[config.mk]
export PLATFORM = sky130hd
export DESIGN_NAME = watchdog_and_reset_state
export DESIGN_NICKNAME = d
export VERILOG_FILES = /design/src/verilog/wdt_pkg.sv /design/src/verilog/sync2.sv /design/src/verilog/wd_count.sv /design/src/verilog/watchdog_and_reset_state.sv
export VERILOG_INCLUDE_DIRS = /design/src /design/src/verilog
export SDC_FILE = /design/constraint.sdc
export NUM_CORES = 1
export LEC_CHECK = 0
export ABC_AREA = 1
export BUFFER_PORTS_ARGS = -buffer_cell sky130_fd_sc_hd__buf_2
export CAP_MARGIN = 10
export CORE_MARGIN = 1
export CORE_UTILIZATION = 53
export DETAILED_ROUTE_END_ITERATION = 8
export GPL_TIMING_DRIVEN = 0
export MAX_ROUTING_LAYER = met4
export PLACE_DENSITY = 0.91
export SETUP_SLACK_MARGIN = 0.2
export SLEW_MARGIN = 20
export SYNTH_ARGS = -nofsm -noshare
export SYNTH_HDL_FRONTEND = slang
export SYNTH_SLANG_ARGS = --single-unit
[constraint.sdc]
create_clock -name mclk -period 3.05 [get_ports mclk]
set_input_delay 0.305 -clock mclk [delete_from_list [all_inputs] [get_ports mclk]]
set_output_delay 0.305 -clock mclk [all_outputs]
set_load 0.02 [all_outputs]
[src/verilog/wdt_cfg.svh]
// wdt_cfg.svh: offsets, field positions, reset values and counts
// assumes: included by bare name from the watchdog design files
`ifndef WDT_CFG_SVH
`define WDT_CFG_SVH
// register port
`define WDC_ADDR 16'hfe79
`define WDC_RESET 8'h00
`define WDC_CLEAR_KEY 8'h55
// field positions of the control register
`define WDC_FLAG_BIT 7
`define WDC_TEST_BIT 6
`define WDC_RUN_BIT 5
`define WDC_SBY_HI 4
`define WDC_SBY_LO 3
`define WDC_OVF_HI 2
`define WDC_OVF_LO 0
// counter
`define WD_CNT_W 17
`define WD_CNT_ONES 17'h1ffff
// reset values of the processor pointers
`define PC_RESET 16'h0000
`define SP_RESET 16'h0000
// system reset hold count in mclk cycles; the pulse lasts one cycle more
`define RST_HOLD_CYC 2'd2
`endif

[src/verilog/wdt_pkg.sv]
// wdt_pkg.sv: types shared by the watchdog and reset-state logic
// assumes: nothing
package wdt_pkg;
    typedef enum logic [1:0] {
        SBY_COUNT = 2'b00,
        SBY_STOP = 2'b01,
        SBY_HOLD = 2'b10,
        SBY_COUNT2 = 2'b11
    } standby_mode_t;
    typedef enum logic [1:0] {
        CLK_MRC = 2'b00,
        CLK_MAIN = 2'b01
    } clk_src_t;
    typedef enum logic {
        RST_RUN = 1'b0,
        RST_HOLD = 1'b1
    } rst_state_t;
endpackage

[src/verilog/sync2.sv]
// sync2.sv: two flip-flop synchroniser, one lane per bit
// assumes: inputs asynchronous to mclk; INIT is the idle level
`timescale 1ns/1ps
`default_nettype none
module sync2 #(
    parameter int W = 1,
    parameter logic [W-1:0] INIT = '0
) (
    // clock and reset
    input wire logic mclk,
    input wire logic reset,
    // lanes
    input wire logic [W-1:0] d,
    output logic [W-1:0] q
);
    logic [W-1:0] meta;
    always_ff @(posedge mclk or posedge reset) begin
        if (reset) begin
            meta <= INIT;
            q <= INIT;
        end else begin
            meta <= d;
            q <= meta;
        end
    end
endmodule // sync2
`default_nettype wire

[src/verilog/wd_count.sv]
// wd_count.sv: 17-bit watchdog up-counter with overflow select
// assumes: tick is one mclk cycle per low-speed oscillator rising edge
`timescale 1ns/1ps
`default_nettype none
`include "wdt_cfg.svh"
module wd_count (
    // clock and reset
    input wire logic mclk,
    input wire logic reset,
    // control
    input wire logic run,
    input wire logic count_en,
    input wire logic clear,
    input wire logic tick,
    input wire logic [2:0] ovf_sel,
    // state
    output logic [16:0] count,
    output logic [16:0] limit,
    output logic ovf
);
    // last value before the selected count: 1023, 2047 ... 131071
    assign limit = `WD_CNT_ONES >> (3'd7 - ovf_sel);
    assign ovf = run && count_en && tick && (count == limit);
    always_ff @(posedge mclk or posedge reset) begin
        if (reset) begin
            count <= 17'h00000;
        end else if (!run || clear || ovf) begin
            count <= 17'h00000;
        end else if (count_en && tick) begin
            count <= count + 17'h00001;
        end
    end
endmodule // wd_count
`default_nettype wire

[src/verilog/watchdog_and_reset_state.sv]
// watchdog_and_reset_state.sv: watchdog timer and system reset state
// assumes: one mclk domain; pins and the slow oscillator are sampled
//
// Contract
// External reset pin low for 200 us or more guarantees reset.
// Every reset source yields a reset synchronised to the system clock.
// Any reset selects the medium-speed RC oscillator as system clock.
// Main clock is selected only after its stabilisation is secured.
// Reset loads the program counter with zero.
// Reset loads the stack pointer with zero.
// Reset never clears data RAM.
// 17-bit up-counter on the slow oscillator, counting only while run set.
// Overflow at the selected count: 1024 doubling up to 131072.
// Overflow raises chip reset, clears run, sets the reset flag.
// Pin or power reset loads 00; watchdog reset keeps bits 4 to 0.
// Flag clears on pin or power reset, sets on watchdog reset, writable.
// Writes to the control register are ignored while run is set.
// Only the move-immediate write of 55 clears and restarts the counter.
// Run bit written 1 starts the watchdog, 0 stops it; here a 0 written while run is set is ignored.
// Counter held at zero while run is 0.
// Standby field: 00 count, 01 suspend, 10 hold count, 11 count.
// Software always writes 0 to the test bit.
// Slow oscillator runs when run set or slow system select set.
// Watchdog keeps counting although the system clock stops.
// Standby with suspend setting stops watchdog and clears run.
// Hold setting stops oscillator and freezes count during standby.
// Run, clear and overflow cross oscillator and system domains safely.
// Watchdog reset held at least one full system clock cycle.
`timescale 1ns/1ps
`default_nettype none
`include "wdt_cfg.svh"
module watchdog_and_reset_state (
    // clock and power-on reset
    input wire logic mclk,
    input wire logic reset,
    // reset and oscillator pins
    input wire logic ext_reset_pin_n,
    input wire logic low_voltage_reset,
    input wire logic lsrc_clk,
    input wire logic main_osc_stable,
    // processor status
    input wire logic standby_active,
    input wire logic slow_osc_sys_select,
    input wire logic main_clk_req,
    input wire logic mov_imm_wr,
    // register port
    input wire logic [15:0] reg_addr,
    input wire logic [7:0] reg_wdata,
    input wire logic reg_wr,
    input wire logic reg_rd,
    output logic [7:0] reg_rdata,
    // reset state outputs
    output logic sys_reset,
    output logic [15:0] pc_init,
    output logic [15:0] sp_init,
    output logic ram_wr_inhibit,
    output logic [1:0] clk_src_sel,
    output logic lsrc_osc_en,
    output logic [16:0] wd_counter
);
    // ==========================================================
    // pin synchronisers
    // ==========================================================
    logic ext_n_s;
    logic lvd_s;
    logic lsrc_s;
    logic stable_s;
    logic lsrc_d;
    logic tick;

    sync2 #(
        .W(4),
        .INIT(4'h8)
    ) u_pin_sync (
        .mclk(mclk),
        .reset(reset),
        .d({ext_reset_pin_n, low_voltage_reset, lsrc_clk, main_osc_stable}),
        .q({ext_n_s, lvd_s, lsrc_s, stable_s})
    );

    // oscillator edge seen after the synchroniser only
    always_ff @(posedge mclk or posedge reset) begin
        if (reset) begin
            lsrc_d <= 1'b0;
        end else begin
            lsrc_d <= lsrc_s;
        end
    end
    assign tick = lsrc_s & ~lsrc_d;

    // ==========================================================
    // control register fields
    // ==========================================================
    logic flag;
    logic test_bit_zero;
    logic run;
    logic [1:0] standby_sel;
    logic [2:0] ovf_sel;
    logic [7:0] ctl_word;
    logic hit;
    logic cold_req;
    logic ovf;
    logic wd_clear;
    logic count_en;
    logic sby_stop;
    logic sby_hold;
    logic [16:0] limit;
    logic ctl_write;
    logic [1:0] hold_cnt;
    wdt_pkg::rst_state_t rst_state;

    // ==========================================================
    // register decode
    // ==========================================================
    always_comb begin
        hit = 1'b0;
        if (reg_addr == `WDC_ADDR) begin
            hit = 1'b1;
        end
    end

    // ordinary writes only while the watchdog is stopped
    assign ctl_write = hit && reg_wr && !run && !sys_reset;
    // clear key honoured only from the move-immediate path
    assign wd_clear = hit && reg_wr && mov_imm_wr && run && !sys_reset
        && (reg_wdata == `WDC_CLEAR_KEY);
    // pin low or low-voltage detect: a cold reset request
    assign cold_req = ~ext_n_s | lvd_s;
    assign ctl_word = {flag, test_bit_zero, run, standby_sel, ovf_sel};

    // ==========================================================
    // standby behaviour
    // ==========================================================
    assign sby_stop = standby_active && (standby_sel == wdt_pkg::SBY_STOP);
    assign sby_hold = standby_active && (standby_sel == wdt_pkg::SBY_HOLD);
    // modes 00 and 11 keep counting through standby
    assign count_en = ~sby_hold;

    // ==========================================================
    // reset detection flag
    // ==========================================================
    always_ff @(posedge mclk or posedge reset) begin
        if (reset) begin
            flag <= 1'b0;
        end else if (cold_req) begin
            flag <= 1'b0;
        end else if (ovf) begin
            flag <= 1'b1;
        end else if (ctl_write) begin
            flag <= reg_wdata[`WDC_FLAG_BIT];
        end
    end

    // ==========================================================
    // run bit
    // ==========================================================
    always_ff @(posedge mclk or posedge reset) begin
        if (reset) begin
            run <= 1'b0;
        end else if (cold_req) begin
            run <= 1'b0;
        end else if (ovf) begin
            run <= 1'b0;
        end else if (sby_stop) begin
            run <= 1'b0;
        end else if (ctl_write) begin
            run <= reg_wdata[`WDC_RUN_BIT];
        end
    end

    // ==========================================================
    // low fields, kept through a watchdog reset
    // ==========================================================
    always_ff @(posedge mclk or posedge reset) begin
        if (reset) begin
            test_bit_zero <= 1'b0;
            standby_sel <= 2'h0;
            ovf_sel <= 3'h0;
        end else if (cold_req) begin
            test_bit_zero <= 1'b0;
            standby_sel <= 2'h0;
            ovf_sel <= 3'h0;
        end else if (ctl_write) begin
            test_bit_zero <= reg_wdata[`WDC_TEST_BIT];
            standby_sel <= reg_wdata[`WDC_SBY_HI:`WDC_SBY_LO];
            ovf_sel <= reg_wdata[`WDC_OVF_HI:`WDC_OVF_LO];
        end
    end

    // ==========================================================
    // watchdog counter
    // ==========================================================
    // synchronised oscillator edge drives one count step
    wd_count u_wd_count (
        .mclk(mclk),
        .reset(reset),
        .run(run),
        .count_en(count_en),
        .clear(wd_clear),
        .tick(tick),
        .ovf_sel(ovf_sel),
        .count(wd_counter),
        .limit(limit),
        .ovf(ovf)
    );

    // ==========================================================
    // slow oscillator enable
    // ==========================================================
    // stopped by reset and by hold-count standby unless slow system select is set
    always_ff @(posedge mclk or posedge reset) begin
        if (reset) begin
            lsrc_osc_en <= 1'b0;
        end else begin
            lsrc_osc_en <= (run && !sby_hold) || slow_osc_sys_select;
        end
    end

    // ==========================================================
    // system reset sequencer
    // ==========================================================
    // every source is stretched and released on mclk
    always_ff @(posedge mclk or posedge reset) begin
        if (reset) begin
            rst_state <= wdt_pkg::RST_HOLD;
            hold_cnt <= `RST_HOLD_CYC;
        end else begin
            case (rst_state)
                wdt_pkg::RST_RUN: begin
                    if (cold_req || ovf) begin
                        rst_state <= wdt_pkg::RST_HOLD;
                        hold_cnt <= `RST_HOLD_CYC;
                    end
                end
                wdt_pkg::RST_HOLD: begin
                    if (cold_req || ovf) begin
                        hold_cnt <= `RST_HOLD_CYC;
                    end else if (hold_cnt != 2'h0) begin
                        hold_cnt <= hold_cnt - 2'h1;
                    end else begin
                        rst_state <= wdt_pkg::RST_RUN;
                    end
                end
                default: begin
                    rst_state <= wdt_pkg::RST_HOLD;
                end
            endcase
        end
    end
    assign sys_reset = (rst_state == wdt_pkg::RST_HOLD);
    // ram keeps its contents: writes blocked, never cleared
    assign ram_wr_inhibit = sys_reset;

    // ==========================================================
    // reset-state outputs
    // ==========================================================
    always_ff @(posedge mclk or posedge reset) begin
        if (reset) begin
            pc_init <= `PC_RESET;
            sp_init <= `SP_RESET;
        end else if (sys_reset) begin
            pc_init <= `PC_RESET;
            sp_init <= `SP_RESET;
        end
    end

    // main clock only once its oscillator is reported stable
    always_ff @(posedge mclk or posedge reset) begin
        if (reset) begin
            clk_src_sel <= wdt_pkg::CLK_MRC;
        end else if (sys_reset) begin
            clk_src_sel <= wdt_pkg::CLK_MRC;
        end else if (main_clk_req && stable_s) begin
            clk_src_sel <= wdt_pkg::CLK_MAIN;
        end else begin
            clk_src_sel <= wdt_pkg::CLK_MRC;
        end
    end

    // ==========================================================
    // register read
    // ==========================================================
    always_ff @(posedge mclk or posedge reset) begin
        if (reset) begin
            reg_rdata <= 8'h00;
        end else if (reg_rd && hit) begin
            reg_rdata <= ctl_word;
        end else begin
            reg_rdata <= 8'h00;
        end
    end

    // ==========================================================
    // assertions
    // ==========================================================
    a_write_lock: assert property (@(posedge mclk) disable iff (reset)
        (run && !cold_req) |=> (ctl_word[4:0] == $past(ctl_word[4:0])))
        else $error("control fields changed while the watchdog ran");

    a_ovf_flag: assert property (@(posedge mclk) disable iff (reset)
        (ovf && !cold_req) |=> (flag && !run))
        else $error("overflow did not set the flag and clear run");

    a_ovf_reset: assert property (@(posedge mclk) disable iff (reset)
        ovf |=> sys_reset)
        else $error("overflow did not raise the system reset");

    a_reset_min: assert property (@(posedge mclk) disable iff (reset)
        $rose(sys_reset) |=> sys_reset)
        else $error("system reset shorter than two cycles");

    a_idle_zero: assert property (@(posedge mclk) disable iff (reset)
        !run |=> (wd_counter == 17'h00000))
        else $error("counter not zero while stopped");

    a_clear_zero: assert property (@(posedge mclk) disable iff (reset)
        wd_clear |=> (wd_counter == 17'h00000))
        else $error("clear key did not zero the counter");

    a_hold_freeze: assert property (@(posedge mclk) disable iff (reset)
        (sby_hold && run && !wd_clear) |=> (wd_counter == $past(wd_counter)))
        else $error("counter moved in hold-count standby");

    a_stop_clears: assert property (@(posedge mclk) disable iff (reset)
        sby_stop |=> !run)
        else $error("suspend standby left run set");

    a_reset_mrc: assert property (@(posedge mclk) disable iff (reset)
        sys_reset |=> (clk_src_sel == wdt_pkg::CLK_MRC))
        else $error("reset did not select the medium-speed oscillator");

    a_main_stable: assert property (@(posedge mclk) disable iff (reset)
        !stable_s |=> (clk_src_sel == wdt_pkg::CLK_MRC))
        else $error("main clock selected before it was stable");

    a_osc_in_hold: assert property (@(posedge mclk) disable iff (reset)
        (sby_hold && !slow_osc_sys_select) |=> !lsrc_osc_en)
        else $error("slow oscillator left running in hold standby");

    c_overflow: cover property (@(posedge mclk) disable iff (reset) ovf);
    c_clear_key: cover property (@(posedge mclk) disable iff (reset) wd_clear);
    c_hold_standby: cover property (@(posedge mclk) disable iff (reset) sby_hold && run);
    c_cold_reset: cover property (@(posedge mclk) disable iff (reset) cold_req);
endmodule // watchdog_and_reset_state
`default_nettype wire

-- Word-level counts from Yosys, hierarchy flattened
Cells that the tools add are included.
- multipliers: 0
- shift operators: 1
- equality and inequality tests: 7
- div/mod/pow operators: 0
- add/subtract/negate cells: 3
- multiplexer cells: 27
- bitwise gates (word level): 6
- magnitude comparators: 0
- reductions and logical operators: 29
- operators by type and width (operator ; count):
    2-to-1 mux 17 bit ; 2
    adder 17 x 1 -> 17 bit (second input constant) ; 1
    == test 17 bit ; 1
    right shift 17 x 3 -> 17 bit (first input constant) ; 1
    == test 16 bit (second input constant) ; 1
    logical AND 1 bit ; 16
    2-to-1 mux 1 bit ; 14
    2-to-1 mux 2 bit ; 6
    == test 8 x 7 -> 1 bit (second input constant) ; 1
    2-to-1 mux 8 bit ; 1
    2-to-1 mux 3 bit ; 2
    nonzero test 2 bit ; 3
    logical OR 1 bit ; 4
    NOT 1 bit ; 4
    case mux 2 bit (2 select lines) ; 1
    nonzero test 4 bit ; 1
    zero test 1 bit ; 3
    != test 3 x 1 -> 1 bit (second input constant) ; 1
    nonzero test 3 bit ; 1
    subtractor 3 bit (first input constant) ; 1
    == test 2 x 1 -> 1 bit (second input constant) ; 1
    == test 2 bit (second input constant) ; 1
    != test 2 bit (second input constant) ; 1
    case mux 1 bit (2 select lines) ; 1
    other kinds (4) ; 4
- input bits: 36
- memories kept: 0
- register bits: 48
- memory bits (writable): 0
- word-level logic and storage cells: 87
- output and inout bits: 62
- latch bits: 0
- ROM bits: 0

-- Logic depth before layout (Yosys ltp)
- depth in word-level cells: 10
- gate-level depth with buffers: 11
- gate-level depth less buffers: 10

-- By module
From an unflattened synthesis, not the netlist that was laid out.
- cell total of the unflattened synthesis: 345
- area, all modules: 2700.1 µm²
- modules (own cells, without submodules) (module ; sequential area each (µm²) ; cells an instance ; area an instance (µm²) ; instances):
    watchdog_and_reset_state ; 553.0 ; 156 ; 1277.5 ; 1
    wd_count ; 425.4 ; 180 ; 1216.2 ; 1
    sync2 ; 202.7 ; 9 ; 206.4 ; 1

-- Worst setup path before layout
Ideal clock, no wire load.
- path kind: register to register
- start: register u_wd_count.count[0]
- end: register u_wd_count.count[7]
- library setup time: 0.120 ns
- buffers on the path: 1
- arrival time: 1.549 ns
- stages on the path, launching flop included: 10
- path slack: 1.381 ns
- required time: 2.930 ns
- period minus slack after synthesis: 1.669 ns
- cell sequence: dfrtp_1 -> ha_1 -> nand3_1 -> nor3_1 -> nand2_1 -> nor2_1 -> nand3_2 -> nand2_4 -> buf_6 -> nor2_1
- word-level cells in the longest chain between the ends: 4
- elaborated cells between the ends (all ways): 7
- classes of those cells: add/sub (1); eq/ne (1); mux (2); reduce/logical (3)
- RTL lines (element ; RTL line ; text):
    start: declaration ; wd_count.sv:17 ; output logic [16:0] count,
    start signal: assignment ; wd_count.sv:30 ; count <= count + 17'h00001;
    branches (longest 4 deep; another with adder 17 x 1 -> 17 bit) ; n/a ;
Parallel ways; which one is timed is not known. The select of a mux whose other input is x is not followed.
A chain may end at the register's enable or synchronous reset.

-- Worst setup path after layout
- start: register u_wd_count.count[0]
- end: register u_wd_count.count[3]
The elaborated chain is that of the path after synthesis.

==> flow_metrics.py <==
metrics = {
    "status": {
        "status": "complete, no violations",
    },
    "synth": {
        "synth.ff_latch_count": 47,
        "number_of_synthesized_flops_with_an_enable_pin": 0,
        "yosysUniqueCellTypes": 27,
        "synthArstFlopShare_pct": 100,
        "yosys.area.top_type": "sky130_fd_sc_hd__dfrtp_1",
        "synth.area.top_cells": "sky130_fd_sc_hd__dfrtp_1 41%, sky130_fd_sc_hd__nand2_1 13%, sky130_fd_sc_hd__buf_4 9.7%",
        "yosys-top-cells-count": "91 x sky130_fd_sc_hd__nand2_1, 65 x sky130_fd_sc_hd__nor2_1, 43 x sky130_fd_sc_hd__dfrtp_1",
        "synth_most_common_cell": "sky130_fd_sc_hd__nand2_1",
        "synth.yosys.warnings": 0,
        "sequential_fraction_of_the_synthesis_area_pct": 44.8,
        "synth_cells": 347,
        "yosysTopAreaCellShare_pct": 40.8,
        "synthesis.area_per_instance_um2": 7.60,
        "syn-cell-area_mm2": 0.00264,
        "dominantRegCellSynth": "sky130_fd_sc_hd__dfrtp_1",
    },
    "detailed_routing": {
        "highest_layer": "met4",
        "routed_wirelength_um": 5410,
        "wl_met3_um": 307,
        "routed-via-count": 2393,
        "met1Wirelength_um": 2310,
        "routed_wire_length_per_instance_um": 10.4,
        "detailed_routed_wire_length_on_met2_um": 2660,
        "antenna_violating_nets_post_route": 0,
        "detailedRoute.firstPassIterationCount": 5,
        "drcViolationCount": 0,
        "initialDrtViolationCount": 161,
        "drt-vias-per-instance": 4.60,
    },
    "clocking": {
        "cts_hold_buf": 1,
        "cts_max_path_buffers": 2,
        "tritoncts_clock_tree": "done",
        "clk_latency_ns": 0.31,
        "cts-htree-levels": 2,
        "clock_sinks": 47,
        "cts_post_setup_buffers_inserted": 0,
        "cts_inserted_buffers": 5,
        "clock-root-buffer": "sky130_fd_sc_hd__clkbuf_8",
        "cts.repair.resized": 0,
        "clkTransAtPathRegs_ns": 0.08,
    },
    "worst_setup_path": {
        "crit_chain": "ha_1 > nand3_1 > nor3_1 > nand2_1 > nor2_1 > nand3_2 > nand2_4 > buf_6 > nor2_1",
        "worstPathArrival_ns": 1.99,
        "crit_slowest_cell": "sky130_fd_sc_hd__dfrtp_1",
        "timing.critical_path.from_type": "flop",
        "reg2reg_setup_slack_ns": 1.25,
        "endpoint_kind": "flop",
        "worst-path-max-fanout": 10,
        "critPathRequiredTime_ns": 3.24,
        "category_of_the_critical_setup_timing_path": "flop to flop",
        "most_numerous_cell_on_the_critical_path": "sky130_fd_sc_hd__nor2_1",
        "cpPeakStageDelay_ns": 0.44,
    },
    "grt": {
        "grt_util_all_layers_pct": 24.1,
        "globalRoute.totalOverflow": 0,
        "grt_antenna_before_repair": 0,
        "grt_pass1_wl_um": 9530,
        "number_of_global_route_vias_before_repair": 2293,
        "largest_net_degree_at_the_start_of_global_routing": 38,
    },
    "finish": {
        "syn2layout_area_growth_pct": 24.4,
        "fillerInstances": 422,
        "post_route_cells_drive_above_1_share_pct": 26.7,
        "design_area_mm2": 0.00328,
        "nNetsFinal": 490,
        "diodes": 0,
    },
    "die": {
        "die_width_um": 72.5,
        "initial_core_util_pct": 55.5,
        "die_y_um": 72.5,
        "pin_count": 98,
        "dieArea_mm2": 0.00526,
        "core_region_area_mm2": 0.00475,
        "std_cell_rows": 25,
    },
    "power_and_ir_drop": {
        "power.static_leakage_nw": 1.79,
        "finalPower_mw": 1.16,
        "vdd_drop_max_uv": 302,
        "power_density_cells_mw_per_mm2": 354,
    },
    "placement": {
        "place.detailed.hpwl_um": 4250,
        "placed_cell_area_mm2": 0.00318,
        "gp_congestion": 0.858,
        "number_of_port_buffers": 64,
        "preCtsSetupSlack_ns": 1.29,
    },
    "timing": {
        "post-route-worst-setup-slack_ns": 1.25,
        "timing.final.crit_period_ns": 1.80,
        "final-max-slew-violation-count": 0,
        "totalNegativeSetupSlack_ns": 0,
        "hold_viol": 0,
        "fmax_mhz": 557,
        "post-route-period-util_pct": 58.9,
        "clock-skew-final_ns": 0.00584,
        "slew_headroom_pct": 51.0,
        "worst_hold_slack_ns": 0.0918,
        "finalSetupViolCount": 0,
        "worst-slew-pin-transition_ns": 0.728,
        "unrepaired_setup_endpoints_after_global_routing": "false",
    },
    "min_path": {
        "hold_class": "input pin to flop",
    },
    "run": {
        "maxCapViolations": 0,
    },
}
[power by group]
part | leakage, nW | total [mW] | internal [mW] | switching, mW
clock network | 0.0454 | 0.373 | 0.165 | 0.209
logic | 1.12 | 0.149 | 0.0628 | 0.0862
registers | 0.624 | 0.639 | 0.635 | 0.00420
[through the flow]
stage | utilization, % | instances
detailed placement | 66.9 | 511
CTS | 69.0 | 520
finish | 69.0 | 520
floorplan | - | 379
global route | 69.0 | 520
global placement | 66.5 | 510
[cell families (layout without fill, tap and decap cells)]
family	Yosys count	count (layout)	synth area share (%)
AO/OA/AOI/OAI	13	13	2.80
XOR/XNOR	12	12	3.98
adder cells (fa/ha/maj)	2	2	0.949
buffers and inverters	75	149	15.8
flip-flops	47	47	44.8
multiplexers	1	1	0.427
other	1	33	0.142
AND/OR/NAND/NOR	196	196	31.1
[layout by cell type (no fill, tap or decap), types with 4 or more instances in the layout]
master,Yosys,final
sky130_fd_sc_hd__dfrtp_1,43,43
sky130_fd_sc_hd__nor3_1,5,5
sky130_fd_sc_hd__o21ai_0,9,9
sky130_fd_sc_hd__nand3_1,20,20
sky130_fd_sc_hd__nand4_1,7,7
sky130_fd_sc_hd__clkbuf_8,0,5
sky130_fd_sc_hd__nor2_1,65,65
sky130_fd_sc_hd__nand2_1,91,91
sky130_fd_sc_hd__conb_1,1,33
sky130_fd_sc_hd__buf_4,34,34
sky130_fd_sc_hd__xor2_1,11,11
sky130_fd_sc_hd__buf_2,0,64
sky130_fd_sc_hd__inv_1,39,38
sky130_fd_sc_hd__dfstp_2,4,4
[critical path, delay by kind of cell, from the launching register on]
family,cells,cell delay (ns)
simple gates,7,0.86
flops,1,0.44
fa+ha+maj,1,0.23
buf+inv,1,0.15
[layout make-up]
cell class,instances,area (um2),area share (%)
flip-flops and latches,47,1180,36.0
clock buffers,6,72.6,2.21
repair buffers,66,350,10.7
multi-input cells,257,1160,35.3
inverters,40,150,4.57
plain buffers,35,267,8.12
well taps,67,83.8,2.55
clock inverters,2,17.5,0.534
[metal layers]
metal	GRT usage, %	vias to the layer above
met5	-	-
met4	10.9	0
met3	5.42	16
met2	40.4	90
met1	27.4	1075
li1	-	1212
[state kept, by name, indices dropped and copies added, names as in the netlist]
register and cells:
u_pin_sync.q 4, reg_rdata 8, flag 1, ovf_sel 3
clk_src_sel 1, u_pin_sync.meta 4, hold_cnt 2, lsrc_osc_en 1
ram_wr_inhibit 1, test_bit_zero 1, lsrc_d 1, run 1
standby_sel 2, u_wd_count.count 17
[worst paths after layout]
kind	from	end	depth (start not counted)
max reg2reg	u_wd_count.count[0]	u_wd_count.count[3]	9
min in group asynchronous	reset	u_pin_sync.q[0]	3
max	u_wd_count.count[0]	u_wd_count.count[3]	9
min	ext_reset_pin_n	u_pin_sync.meta[3]	1
min reg2reg	u_pin_sync.meta[2]	u_pin_sync.q[2]	0
max in group asynchronous	reset	u_wd_count.count[4]	4
Power figures use the tool's default switching activity.
